`src/hw/uitd_pkg.sv`:
```
// Shared constants and state types for the serial interrupt and error block.
`default_nettype none

package uitd_pkg;

    // Frame shape and oversampling.
    localparam int unsigned DATA_BITS  = 8;
    localparam int unsigned OVERSAMPLE = 16;
    localparam logic [3:0]  TICK_LAST  = 4'h000F;
    localparam logic [3:0]  TICK_MID   = 4'h0007;
    localparam logic [2:0]  BIT_LAST   = 3'h0007;

    // Reset values of the line and the buffer words.
    localparam logic        LINE_IDLE  = 1'b1;
    localparam logic [7:0]  WORD_RESET = 8'h0000;

    // One-hot frame states shared by the transmitter and the receiver.
    typedef enum logic [3:0] {
        UITD_IDLE  = 4'h0001,
        UITD_START = 4'h0002,
        UITD_DATA  = 4'h0004,
        UITD_STOP  = 4'h0008
    } uitd_state_t;

endpackage : uitd_pkg

`default_nettype wire

```
`src/hw/uitd_rx_frame.sv`:
```
// Receive deserialiser that reports frame completion and stop bit checks.
`timescale 1ns/1ps
`default_nettype none

module uitd_rx_frame (
    // Clock and reset.
    input  wire logic       sys_clk,
    input  wire logic       reset_n,
    // Timing and configuration.
    input  wire logic       sample_tick,
    input  wire logic       two_stop_bits,
    // Synchronised line.
    input  wire logic       rxd_sync,
    // Frame results.
    output logic            frame_done,
    output logic [7:0]      frame_word,
    output logic            frame_stop_ok,
    output logic            pre_last_stop
);

    uitd_pkg::uitd_state_t  state;
    logic [3:0]             tick_cnt;
    logic [2:0]             bit_cnt;
    logic                   stop_idx;
    logic                   stop_bad;
    logic [7:0]             shift;

    // Frame walk: middle of start bit, then one sample per bit period.
    always_ff @(posedge sys_clk or negedge reset_n) begin
        if (!reset_n) begin
            state         <= uitd_pkg::UITD_IDLE;
            tick_cnt      <= 4'h0000;
            bit_cnt       <= 3'h0000;
            stop_idx      <= 1'b0;
            stop_bad      <= 1'b0;
            shift         <= uitd_pkg::WORD_RESET;
            frame_done    <= 1'b0;
            frame_word    <= uitd_pkg::WORD_RESET;
            frame_stop_ok <= 1'b0;
            pre_last_stop <= 1'b0;
        end else begin
            frame_done    <= 1'b0;
            pre_last_stop <= 1'b0;
            if (sample_tick) begin
                tick_cnt <= tick_cnt + 4'h0001;
                case (state)
                    uitd_pkg::UITD_IDLE: begin
                        tick_cnt <= 4'h0000;
                        if (!rxd_sync) begin
                            state <= uitd_pkg::UITD_START;
                        end
                    end
                    uitd_pkg::UITD_START: begin
                        if (tick_cnt == uitd_pkg::TICK_MID) begin
                            tick_cnt <= 4'h0000;
                            bit_cnt  <= 3'h0000;
                            state    <= rxd_sync ? uitd_pkg::UITD_IDLE
                                                 : uitd_pkg::UITD_DATA;
                        end
                    end
                    uitd_pkg::UITD_DATA: begin
                        if (tick_cnt == uitd_pkg::TICK_LAST) begin
                            shift   <= {rxd_sync, shift[7:1]};
                            bit_cnt <= bit_cnt + 3'h0001;
                            if (bit_cnt == uitd_pkg::BIT_LAST) begin
                                state    <= uitd_pkg::UITD_STOP;
                                stop_idx <= 1'b0;
                                stop_bad <= 1'b0;
                                // Last data bit precedes a single stop bit.
                                pre_last_stop <= !two_stop_bits;
                            end
                        end
                    end
                    uitd_pkg::UITD_STOP: begin
                        if (tick_cnt == uitd_pkg::TICK_LAST) begin
                            if (two_stop_bits && !stop_idx) begin
                                stop_idx      <= 1'b1;
                                stop_bad      <= !rxd_sync;
                                pre_last_stop <= 1'b1;
                            end else begin
                                state         <= uitd_pkg::UITD_IDLE;
                                frame_done    <= 1'b1;
                                frame_word    <= shift;
                                frame_stop_ok <= ~stop_bad & rxd_sync;
                            end
                        end
                    end
                    default: begin
                        state <= uitd_pkg::UITD_IDLE;
                    end
                endcase
            end
        end
    end

endmodule // uitd_rx_frame

`default_nettype wire

```
`src/hw/uitd_top.sv`:
```
// Serial channel with transmit/receive interrupt timing and error flags.
//
// How it works
// - With the source select high, the transmit interrupt pulses once the last stop bit has fully left the line.
// - With the source select low, the transmit interrupt pulses when the buffer word is loaded into the shifter.
// - The receive interrupt pulses when a finished word is moved into the receive buffer.
// - Overrun is flagged when the bit before the last stop bit of a new frame arrives while the buffer is unread.
// - A framing error is flagged when a word moved into the receive buffer had any configured stop bit sampled low.
`timescale 1ns/1ps
`default_nettype none

module uitd_top (
    // Clock and reset.
    input  wire logic       sys_clk,
    input  wire logic       reset_n,
    // Timing and configuration.
    input  wire logic       sample_tick,
    input  wire logic       two_stop_bits,
    input  wire logic       tx_irq_source_select,
    // Transmit buffer side.
    input  wire logic       tx_wr,
    input  wire logic [7:0] tx_data,
    output logic            tx_empty,
    // Receive buffer side.
    input  wire logic       rx_rd,
    output logic [7:0]      rx_buffer_reg,
    output logic            rx_full,
    // Error flags.
    input  wire logic       err_clear,
    output logic            overrun_err,
    output logic            framing_err,
    // Interrupt requests.
    output logic            tx_irq,
    output logic            rx_irq,
    // Serial line.
    input  wire logic       rxd,
    output logic            txd
);

    logic                   rxd_meta;
    logic                   rxd_sync;
    logic [7:0]             tx_buffer_reg;
    logic [7:0]             tx_shift;
    uitd_pkg::uitd_state_t  tx_state;
    logic [3:0]             tx_tick;
    logic [2:0]             tx_bit;
    logic                   tx_stop_idx;
    logic                   tx_load;
    logic                   tx_done;
    logic                   frame_done;
    logic [7:0]             frame_word;
    logic                   frame_stop_ok;
    logic                   pre_last_stop;
    logic                   rx_accept;

    // Two-stage synchroniser for the incoming line.
    always_ff @(posedge sys_clk or negedge reset_n) begin
        if (!reset_n) begin
            rxd_meta <= uitd_pkg::LINE_IDLE;
            rxd_sync <= uitd_pkg::LINE_IDLE;
        end else begin
            rxd_meta <= rxd;
            rxd_sync <= rxd_meta;
        end
    end

    // Load happens as soon as the shifter is idle and a word waits.
    assign tx_load = (tx_state == uitd_pkg::UITD_IDLE) && !tx_empty;
    // End of the final stop bit period.
    assign tx_done = (tx_state == uitd_pkg::UITD_STOP) && sample_tick
                   && (tx_tick == uitd_pkg::TICK_LAST)
                   && (!two_stop_bits || tx_stop_idx);

    // Transmit buffer: a write during a load keeps the new word pending.
    always_ff @(posedge sys_clk or negedge reset_n) begin
        if (!reset_n) begin
            tx_buffer_reg <= uitd_pkg::WORD_RESET;
            tx_empty      <= 1'b1;
        end else if (tx_wr) begin
            tx_buffer_reg <= tx_data;
            tx_empty      <= 1'b0;
        end else if (tx_load) begin
            tx_empty      <= 1'b1;
        end
    end

    // Transmit shifter: start bit, eight data bits LSB first, stop bits.
    always_ff @(posedge sys_clk or negedge reset_n) begin
        if (!reset_n) begin
            tx_state    <= uitd_pkg::UITD_IDLE;
            tx_shift    <= uitd_pkg::WORD_RESET;
            tx_tick     <= 4'h0000;
            tx_bit      <= 3'h0000;
            tx_stop_idx <= 1'b0;
            txd         <= uitd_pkg::LINE_IDLE;
        end else begin
            case (tx_state)
                uitd_pkg::UITD_IDLE: begin
                    txd     <= uitd_pkg::LINE_IDLE;
                    tx_tick <= 4'h0000;
                    if (tx_load) begin
                        tx_shift <= tx_buffer_reg;
                        tx_state <= uitd_pkg::UITD_START;
                        txd      <= 1'b0;
                    end
                end
                uitd_pkg::UITD_START: begin
                    if (sample_tick) begin
                        tx_tick <= tx_tick + 4'h0001;
                        if (tx_tick == uitd_pkg::TICK_LAST) begin
                            tx_state <= uitd_pkg::UITD_DATA;
                            tx_bit   <= 3'h0000;
                            txd      <= tx_shift[0];
                        end
                    end
                end
                uitd_pkg::UITD_DATA: begin
                    if (sample_tick) begin
                        tx_tick <= tx_tick + 4'h0001;
                        if (tx_tick == uitd_pkg::TICK_LAST) begin
                            tx_bit   <= tx_bit + 3'h0001;
                            tx_shift <= {1'b0, tx_shift[7:1]};
                            txd      <= tx_shift[1];
                            if (tx_bit == uitd_pkg::BIT_LAST) begin
                                tx_state    <= uitd_pkg::UITD_STOP;
                                tx_stop_idx <= 1'b0;
                                txd         <= uitd_pkg::LINE_IDLE;
                            end
                        end
                    end
                end
                uitd_pkg::UITD_STOP: begin
                    if (sample_tick) begin
                        tx_tick <= tx_tick + 4'h0001;
                        if (tx_tick == uitd_pkg::TICK_LAST) begin
                            tx_stop_idx <= 1'b1;
                        end
                    end
                    if (tx_done) begin
                        tx_state <= uitd_pkg::UITD_IDLE;
                    end
                end
                default: begin
                    tx_state <= uitd_pkg::UITD_IDLE;
                end
            endcase
        end
    end

    // Transmit interrupt source chosen by the select input.
    always_ff @(posedge sys_clk or negedge reset_n) begin
        if (!reset_n) begin
            tx_irq <= 1'b0;
        end else begin
            tx_irq <= tx_irq_source_select ? tx_done
                                           : tx_load;
        end
    end

    // Frame receiver.
    uitd_rx_frame u_rx (
        .sys_clk       (sys_clk),
        .reset_n       (reset_n),
        .sample_tick   (sample_tick),
        .two_stop_bits (two_stop_bits),
        .rxd_sync      (rxd_sync),
        .frame_done    (frame_done),
        .frame_word    (frame_word),
        .frame_stop_ok (frame_stop_ok),
        .pre_last_stop (pre_last_stop)
    );

    // A finished word enters the buffer only if it is free or read now.
    assign rx_accept = frame_done && (!rx_full || rx_rd);

    // Receive buffer, its full flag and the receive interrupt.
    always_ff @(posedge sys_clk or negedge reset_n) begin
        if (!reset_n) begin
            rx_buffer_reg <= uitd_pkg::WORD_RESET;
            rx_full       <= 1'b0;
            rx_irq        <= 1'b0;
            framing_err   <= 1'b0;
        end else begin
            rx_irq <= rx_accept;
            if (rx_accept) begin
                rx_buffer_reg <= frame_word;
                rx_full       <= 1'b1;
                framing_err   <= !frame_stop_ok;
            end else if (rx_rd) begin
                rx_full <= 1'b0;
            end
        end
    end

    // Sticky overrun flag; a new overrun beats a clear in the same cycle.
    always_ff @(posedge sys_clk or negedge reset_n) begin
        if (!reset_n) begin
            overrun_err <= 1'b0;
        end else if (pre_last_stop && rx_full && !rx_rd) begin
            overrun_err <= 1'b1;
        end else if (err_clear) begin
            overrun_err <= 1'b0;
        end
    end

    // Checks on the interrupt and error timing.
    a_tx_irq_done: assert property (
        @(posedge sys_clk) disable iff (!reset_n)
        (tx_done && tx_irq_source_select) |=> tx_irq)
        else $error("transmit end did not raise the interrupt");
    a_tx_irq_load: assert property (
        @(posedge sys_clk) disable iff (!reset_n)
        (tx_load && !tx_irq_source_select)
        |=> (tx_irq && tx_state == uitd_pkg::UITD_START))
        else $error("buffer load did not raise the interrupt");
    a_tx_irq_cause: assert property (
        @(posedge sys_clk) disable iff (!reset_n)
        tx_irq |-> ($past(tx_irq_source_select) ? $past(tx_done)
                                                : $past(tx_load)))
        else $error("transmit interrupt without its cause");
    a_rx_irq_word: assert property (
        @(posedge sys_clk) disable iff (!reset_n)
        rx_accept |=> (rx_irq && rx_full
                       && rx_buffer_reg == $past(frame_word)))
        else $error("accepted word not in buffer with interrupt");
    // A clear may follow one cycle later, so only the set itself is checked.
    a_overrun_set: assert property (
        @(posedge sys_clk) disable iff (!reset_n)
        (pre_last_stop && rx_full && !rx_rd) |=> overrun_err)
        else $error("overrun not flagged");
    a_framing_bad: assert property (
        @(posedge sys_clk) disable iff (!reset_n)
        (rx_accept && !frame_stop_ok) |=> framing_err)
        else $error("framing error not flagged");
    a_read_frees: assert property (
        @(posedge sys_clk) disable iff (!reset_n)
        (rx_rd && !frame_done) |=> (!rx_full && !$rose(overrun_err)))
        else $error("read did not free the buffer");

endmodule // uitd_top

`default_nettype wire

```
`config.mk`:
```
export PLATFORM = sky130hd
export DESIGN_NAME = uitd_top
export DESIGN_NICKNAME = d
export VERILOG_FILES = /design/src/hw/uitd_pkg.sv /design/src/hw/uitd_rx_frame.sv /design/src/hw/uitd_top.sv
export SDC_FILE = /design/constraint.sdc
export NUM_CORES = 1
export LEC_CHECK = 0
export ABC_AREA = 1
export BUFFER_PORTS_ARGS = -buffer_cell sky130_fd_sc_hd__buf_4
export CORE_ASPECT_RATIO = 0.7
export CORE_MARGIN = 5
export CORE_UTILIZATION = 30
export CTS_CLUSTER_SIZE = 24
export DETAILED_ROUTE_END_ITERATION = 12
export SKIP_LAST_GASP = 1
export SYNTH_ARGS = -nofsm -noshare
export SYNTH_HDL_FRONTEND = slang
export SYNTH_SLANG_ARGS = --single-unit
export TNS_END_PERCENT = 50
```
`constraint.sdc`:
```
create_clock -name sys_clk -period 1.55 [get_ports sys_clk]
set_input_delay 0.155 -clock sys_clk [delete_from_list [all_inputs] [get_ports sys_clk]]
set_output_delay 0.155 -clock sys_clk [all_outputs]
set_load 0.05 [all_outputs]
```
==> metrics.md, run 1 <==
| Metric | Value |
|---|---|
| Setup CP Type | `flop to flop` |
| Top FF cell, synth | `dfrtp_1` |
| Area share of the largest cell type after synthesis | `49.3%` |
| VDD IR max | `0.000614 V` |
| First-pass DRT Iterations | `4` |
| Worst Max-Slew Pin Slew | `0.534 ns` |
| Slowest CP cell | `dfrtp_1` |
| Number of max-cap violations | `0` |
| Starting Density | `30.7%` |
| Worst rel slew slack | `64.3%` |
| F_max | `677 MHz` |
| Average size of a mapped cell | `8.81 um2` |
| IO Pins | `32` |
| Via density per instance | `4.31` |
| Final wirelength | `6900 um` |
| Hold depth | `3` |
| Vias | `2672` |
| Horiz. Die Dim | `141 um` |
| Root Buffer Master | `clkbuf_16` |
| R2r worst-path depth | `5` |
| Most common cell on crit path | `nor2_1` |
| Worst path cell trace | `nor2_1 > nand2_1 > o21ai_0 > nor2_1 > o21a_1` |
| Layout Nets | `481` |
| Post-Syn Area | `3600 um2` |
| Sequential area share after synthesis | `53.7%` |
| Outcome | `finished clean` |
| Inserted Clock Buffers | `9` |
| Synth Warn # | `0` |
| Residual DRC | `0` |
| Crit end category | `flop` |
| Total GRT Usage | `10.7%` |
| Mapped Cells | `409` |
| Hold EP | `tx_buffer_reg[7]` |
| Routability Congestion | `0.899` |
| Insertion delay to the later sink of the worst-skew pair | `0.34 ns` |
| Total gr overflow | `0` |
| Die Ht | `102 um` |
| Row cnt | `33` |
| Setup TNS | `0 ns` |
| Cell with the most instances after synthesis | `nand2_1` |
| Vias in the first global route | `2609` |
| First-pass GRT wire length | `12300 um` |
| Required time of the critical path | `1.77 ns` |
| Cell area after layout | `4450 um2` |
| Post-DP HPWL | `4860 um` |
| Pre-CTS setup slack | `0.00494 ns` |
| Post-synth net total | `432` |
| Max-slew violation count | `0` |
| Synth async-reset ratio | `100%` |
| Hold Path Class | `input pin to flop` |
| CTS sink count | `77` |
| Endpoints failing setup | `0` |
| Initial antenna violation count | `0` |
| Mean routed wirelength per cell | `11.1 um` |
| Core ar. | `11700 um2` |
| Area leader, netlist | `dfrtp_1` |
| Hold slack final | `0.0272 ns` |
| Min-delay src | `tx_data[7]` |
| Clock Path Buffers | `2` |
| Share of post-route cells with drive strength above 1 | `23.3%` |
| Area contributors post-synth | `dfrtp_1 49%, nand2_1 12%, inv_1 4.9%, o21ai_0 4.9%, dfstp_2 4.4%` |
| R2R setup slack | `0.07 ns` |
| Clock slew at reported path FFs | `0.06 ns` |
| PortBufs | `31` |
| FF-to-FF Start | `u_rx.state[3]` |
| Final worst path period share | `95.3%` |
| N_diodes | `0` |
| Iter 0 DRT Violations | `160` |
| Pin count of the biggest net entering global routing | `78` |
| Setup Skew | `0.00746 ns` |
| Synth Register Bits | `77` |
| Post-synth cell types | `33` |
| Period minus WS final | `1.48 ns` |
| LEAKAGE | `2.27 nW` |
| Setup ws final | `0.0721 ns` |
| Area post-placement | `4070 um2` |
| Power per cell area | `1550 nW/um2` |
| Die area | `14300 um2` |
| Worst EP arrival | `1.70 ns` |
| Startpoint types | `flop` |
| Area Growth Syn to Fin | `23.6%` |
| CTS tree | `yes` |
| Final Hold Viols | `0` |
| Most frequent cells after synthesis | `116 x nand2_1, 71 x dfrtp_1, 47 x inv_1, 35 x o21ai_0, 27 x nand3_1` |
| Post-synth EDFFs | `0` |
| Worst path max stage delay | `0.42 ns` |
| RSZ-0062 raised after global routing | `yes` |
| Reg2reg end | `u_rx.tick_cnt[0]` |
| Power after layout | `0.00690 W` |
| H-tree levels | `3` |
| Critical path peak fanout | `5` |
| DRT antenna net count | `0` |
-- final cells by class --
class | instances | area [um2]
fillers | 1204 | 7270
flip-flops and latches | 77 | 1930
multi-input cells | 271 | 1440
repair buffers | 47 | 385
clock buffers | 9 | 225
inverters | 52 | 196
well taps | 157 | 196
clock inverters | 7 | 72.6
-- metal layers --
metal	global-route usage (%)	share of wire [%]
met5	0	0
met2	16.0	43
met3	4.06	4.5
met4	3.57	1.3
met1	14.5	51
-- worst max-delay path by stage --
| stage | start | end | depth (start not counted) |
|---|---|---|---|
| global route | u_rx.tick_cnt[0] | u_rx.shift[4] | 7 |
| CTS | u_rx.tick_cnt[0] | u_rx.state[2] | 7 |
| detailed placement | u_rx.tick_cnt[0] | u_rx.state[2] | 7 |
| finish | u_rx.state[3] | u_rx.tick_cnt[0] | 5 |
| global placement | u_rx.tick_cnt[0] | u_rx.state[1] | 7 |
| floorplan | u_rx.tick_cnt[0] | u_rx.frame_word[1] | 7 |
-- cells by family (layout without fill, tap and decap cells) --
| group | Yosys count | count (layout) | share of synthesized area, % |
|---|---|---|---|
| mux | 3 | 3 | 0.938 |
| fa+ha+maj | 6 | 6 | 2.08 |
| flops | 77 | 77 | 53.7 |
| buf+inv | 61 | 115 | 7.19 |
| xor+xnor | 3 | 3 | 0.730 |
| compound gates | 71 | 71 | 11.9 |
| simple gates | 188 | 188 | 23.5 |
-- power breakdown --
group          switching (W)  internal, W
Combinational        0.00133     0.000779
Clock               0.000840      0.00125
Sequential          0.000281      0.00242
-- critical path, delay by kind of cell, from the launching register on --
family / cells / cell delay (ns)
AOI/OAI and AO/OA: 2 / 0.46
DFF: 1 / 0.42
and+or+nand+nor: 3 / 0.48
-- repair_timing --
action / CTS / global route
resized for setup: 0 / 12
hold endpoints to repair: 73 / 0
setup buffers: 0 / 3
endpoints found under the setup margin: 0 / 34
hold buffers: 3 / 0
-- cell usage in the layout (no fill, tap or decap), types with 2 or more instances in the layout --
cell type	n
a21oi_1	6
buf_12	2
buf_4	42
clkbuf_16	9
clkinv_2	3
clkinvlp_4	2
dfrtp_1	71
dfstp_2	6
dlygate4sd3_1	3
ha_1	4
ha_2	2
inv_1	47
inv_2	4
inv_6	2
mux2_2	3
nand2_1	114
nand2_2	4
nand3_1	26
nand3_2	4
nand4_1	7
nor2_1	20
nor2_2	4
nor2_4	4
o211ai_1	4
o21ai_0	33
o21ai_1	8
o21ai_2	11
o21bai_1	6
xor2_1	3
-- through the flow --
| stage | std cells | util (%) |
|---|---|---|
| after floorplan | 409 | - |
| after global placement | 598 | 34.7 |
| after detailed placement | 598 | 34.7 |
| after CTS | 617 | 37.5 |
| after global routing | 620 | 38.0 |
| final | 620 | 38.0 |
(Power assumes the default switching activity.)
==> run 2: changes to the inputs <==
Settings changed: CORE_MARGIN 5 to 3.
==> run 2 against run 1 <==
Effect of this change:
- total power is 0.38% higher
- via count rose by 2.3%
- register-to-register slack improved by 0.03 ns
- sequential power about the same
- critical path type unchanged
==> metrics.md, run 2 (same netlist as run 1, synthesis figures left out) <==
| Metric | Value |
|---|---|
| PortBufs | `31` |
| Final worst path period share | `93.5%` |
| Vias | `2733` |
| Layout Nets | `477` |
| Clock Path Buffers | `2` |
| Gate power share | `30.1%` |
| Placed insts | `594` |
| Crit end category | `flop` |
| VDD IR max | `0.000630 V` |
| Most common cell on crit path | `nand2_1` |
| Reg power frac | `39.2%` |
| Inserted Clock Buffers | `9` |
| Switching pwr | `0.00241 W` |
| Setup Skew | `0.00457 ns` |
| Final wirelength | `6800 um` |
| Iter 0 DRT Violations | `165` |
| Endpoints failing setup | `0` |
| Worst rel slew slack | `67.4%` |
| First-pass DRT Iterations | `4` |
| Via density per instance | `4.47` |
| Startpoint types | `flop` |
| Cell area after layout | `4440 um2` |
| Routability Congestion | `0.900` |
| Clock share of power | `30.7%` |
| Mean routed wirelength per cell | `11.1 um` |
| Number of max-cap violations | `0` |
| Power per cell area | `1560 nW/um2` |
| Power after layout | `0.00693 W` |
| Hold Path Class | `input pin to flop` |
| Required time of the critical path | `1.77 ns` |
| CTS sink count | `77` |
| Horiz. Die Dim | `137 um` |
| Core ar. | `11400 um2` |
| DRT antenna net count | `0` |
| H-tree levels | `3` |
| Fin cells | `612` |
| Die Ht | `97.7 um` |
| Vias in the first global route | `2562` |
| Worst path cell trace | `inv_1 > nand2_2 > nor2_2 > nand2_1 > nand2_1 > nor2_4 > nand2_2 > nand2_1 > nand2_1` |
| F_max | `690 MHz` |
| Post-DP HPWL | `4890 um` |
| Area post-placement | `4060 um2` |
| Residual DRC | `0` |
| Period minus WS final | `1.45 ns` |
| Pin count of the biggest net entering global routing | `58` |
| Insertion delay to the later sink of the worst-skew pair | `0.33 ns` |
| Total GRT Usage | `10.8%` |
| Worst EP arrival | `1.67 ns` |
| Sw frac | `34.8%` |
| IO Pins | `32` |
| Starting Density | `31.7%` |
| Outcome | `finished clean` |
| Setup CP Type | `flop to flop` |
| Commonest non-fill, non-tap cell in the layout | `nand2_1` |
| LEAKAGE | `2.26 nW` |
| Die area | `13400 um2` |
| Min-delay src | `err_clear` |
| Initial antenna violation count | `0` |
| Worst path max stage delay | `0.57 ns` |
| Final Hold Viols | `0` |
| Most frequent cells in the layout | `113 x nand2_1, 71 x dfrtp_1, 47 x inv_1` |
| Critical path peak fanout | `6` |
| Row cnt | `32` |
| Total gr overflow | `0` |
| First-pass GRT wire length | `11700 um` |
| Root Buffer Master | `clkbuf_16` |
| RSZ-0062 raised after global routing | `yes` |
| Worst setup startpoint | `u_rx.state[0]` |
| Worst Max-Slew Pin Slew | `0.488 ns` |
| Slowest CP cell | `dfstp_2` |
| FF-to-FF Start | `u_rx.state[0]` |
| CTS tree | `yes` |
| Hold slack final | `0.0278 ns` |
| Area Growth Syn to Fin | `23.3%` |
| Max-slew violation count | `0` |
| Share of post-route cells with drive strength above 1 | `23.3%` |
| Clock slew at reported path FFs | `0.06 ns` |
| N_diodes | `0` |
| Power Internal | `0.00451 W` |
## run 2: cell types whose count changed in the layout (fill, tap and decap cells not counted), moves of 2 or more
| cell | delta |
|---|---|
| nor2_1 | -2 |
| buf_4 | -3 |
| clkbuf_8 | +2 |
| nor2_2 | +2 |
| inv_6 | -2 |
## run 2: repair_timing
action	4_1_cts	5_1_grt
gates cloned	0	0
resized for setup	1	15
buffers inserted	0	0
hold buffers	2	0
setup endpoints to repair	1	29
endpoints found under the hold margin	21	0
## run 2: final cells by class
cell class                      count  area (um2)
Clock buffer                       11         253
Sequential cell                    77        1930
Tap cell                          153         191
Fill cell                        1166        6930
Clock inverter                      5        58.8
Timing Repair Buffer               43         353
Inverter                           52         196
Multi-Input combinational cell    271        1460
## run 2: path summary, 6_finish.rpt
path	end	slack, ns	cells past startpoint
worst max register to register	u_rx.state[3]	0.10	9
worst max-delay path	u_rx.state[3]	0.10	9
worst min-delay path	overrun_err	0.03	2
worst min register to register	rxd_sync	0.35	0
min in group asynchronous	u_rx.state[2]	0.27	2
max in group asynchronous	tx_shift[0]	0.71	3
## run 2: power groups by stage
| stage | clock (W) | combinational, W | sequential [W] |
|---|---|---|---|
| floorplan | 0 | 0.00141 | 0.00279 |
| global placement | 0 | 0.00197 | 0.00272 |
| detailed placement | 0 | 0.00200 | 0.00273 |
| CTS | 0.00219 | 0.00201 | 0.00270 |
| global route | 0.00227 | 0.00238 | 0.00277 |
| finish | 0.00213 | 0.00208 | 0.00272 |
## run 2: layer usage
layer,GRT usage [%],share of wire (%),up-vias
met5,0,0,-
met4,4.83,1.4,0
met3,3.05,5.0,7
met2,15.7,43,53
met1,15.0,50,1265
li1,-,-,1408
## run 2: critical path: cells and delay by family, from the launching register on
family	cells	cell delay, ns
and+or+nand+nor	8	0.71
buffers and inverters	1	0.06
DFF	1	0.57
## run 2: through the flow
stage | setup TNS, ns | setup WS (ns) | utilization, %
4_1_cts | 0 | 0.00341 | 38.7
3_3_place_gp | 0 | 0.0584 | 35.7
5_1_grt | -0.0536 | -0.0351 | 39.1
6_report | 0 | 0.101 | 39.1
3_5_place_dp | 0 | 0.00551 | 35.7
2_1_floorplan | 0 | 0.110 | -
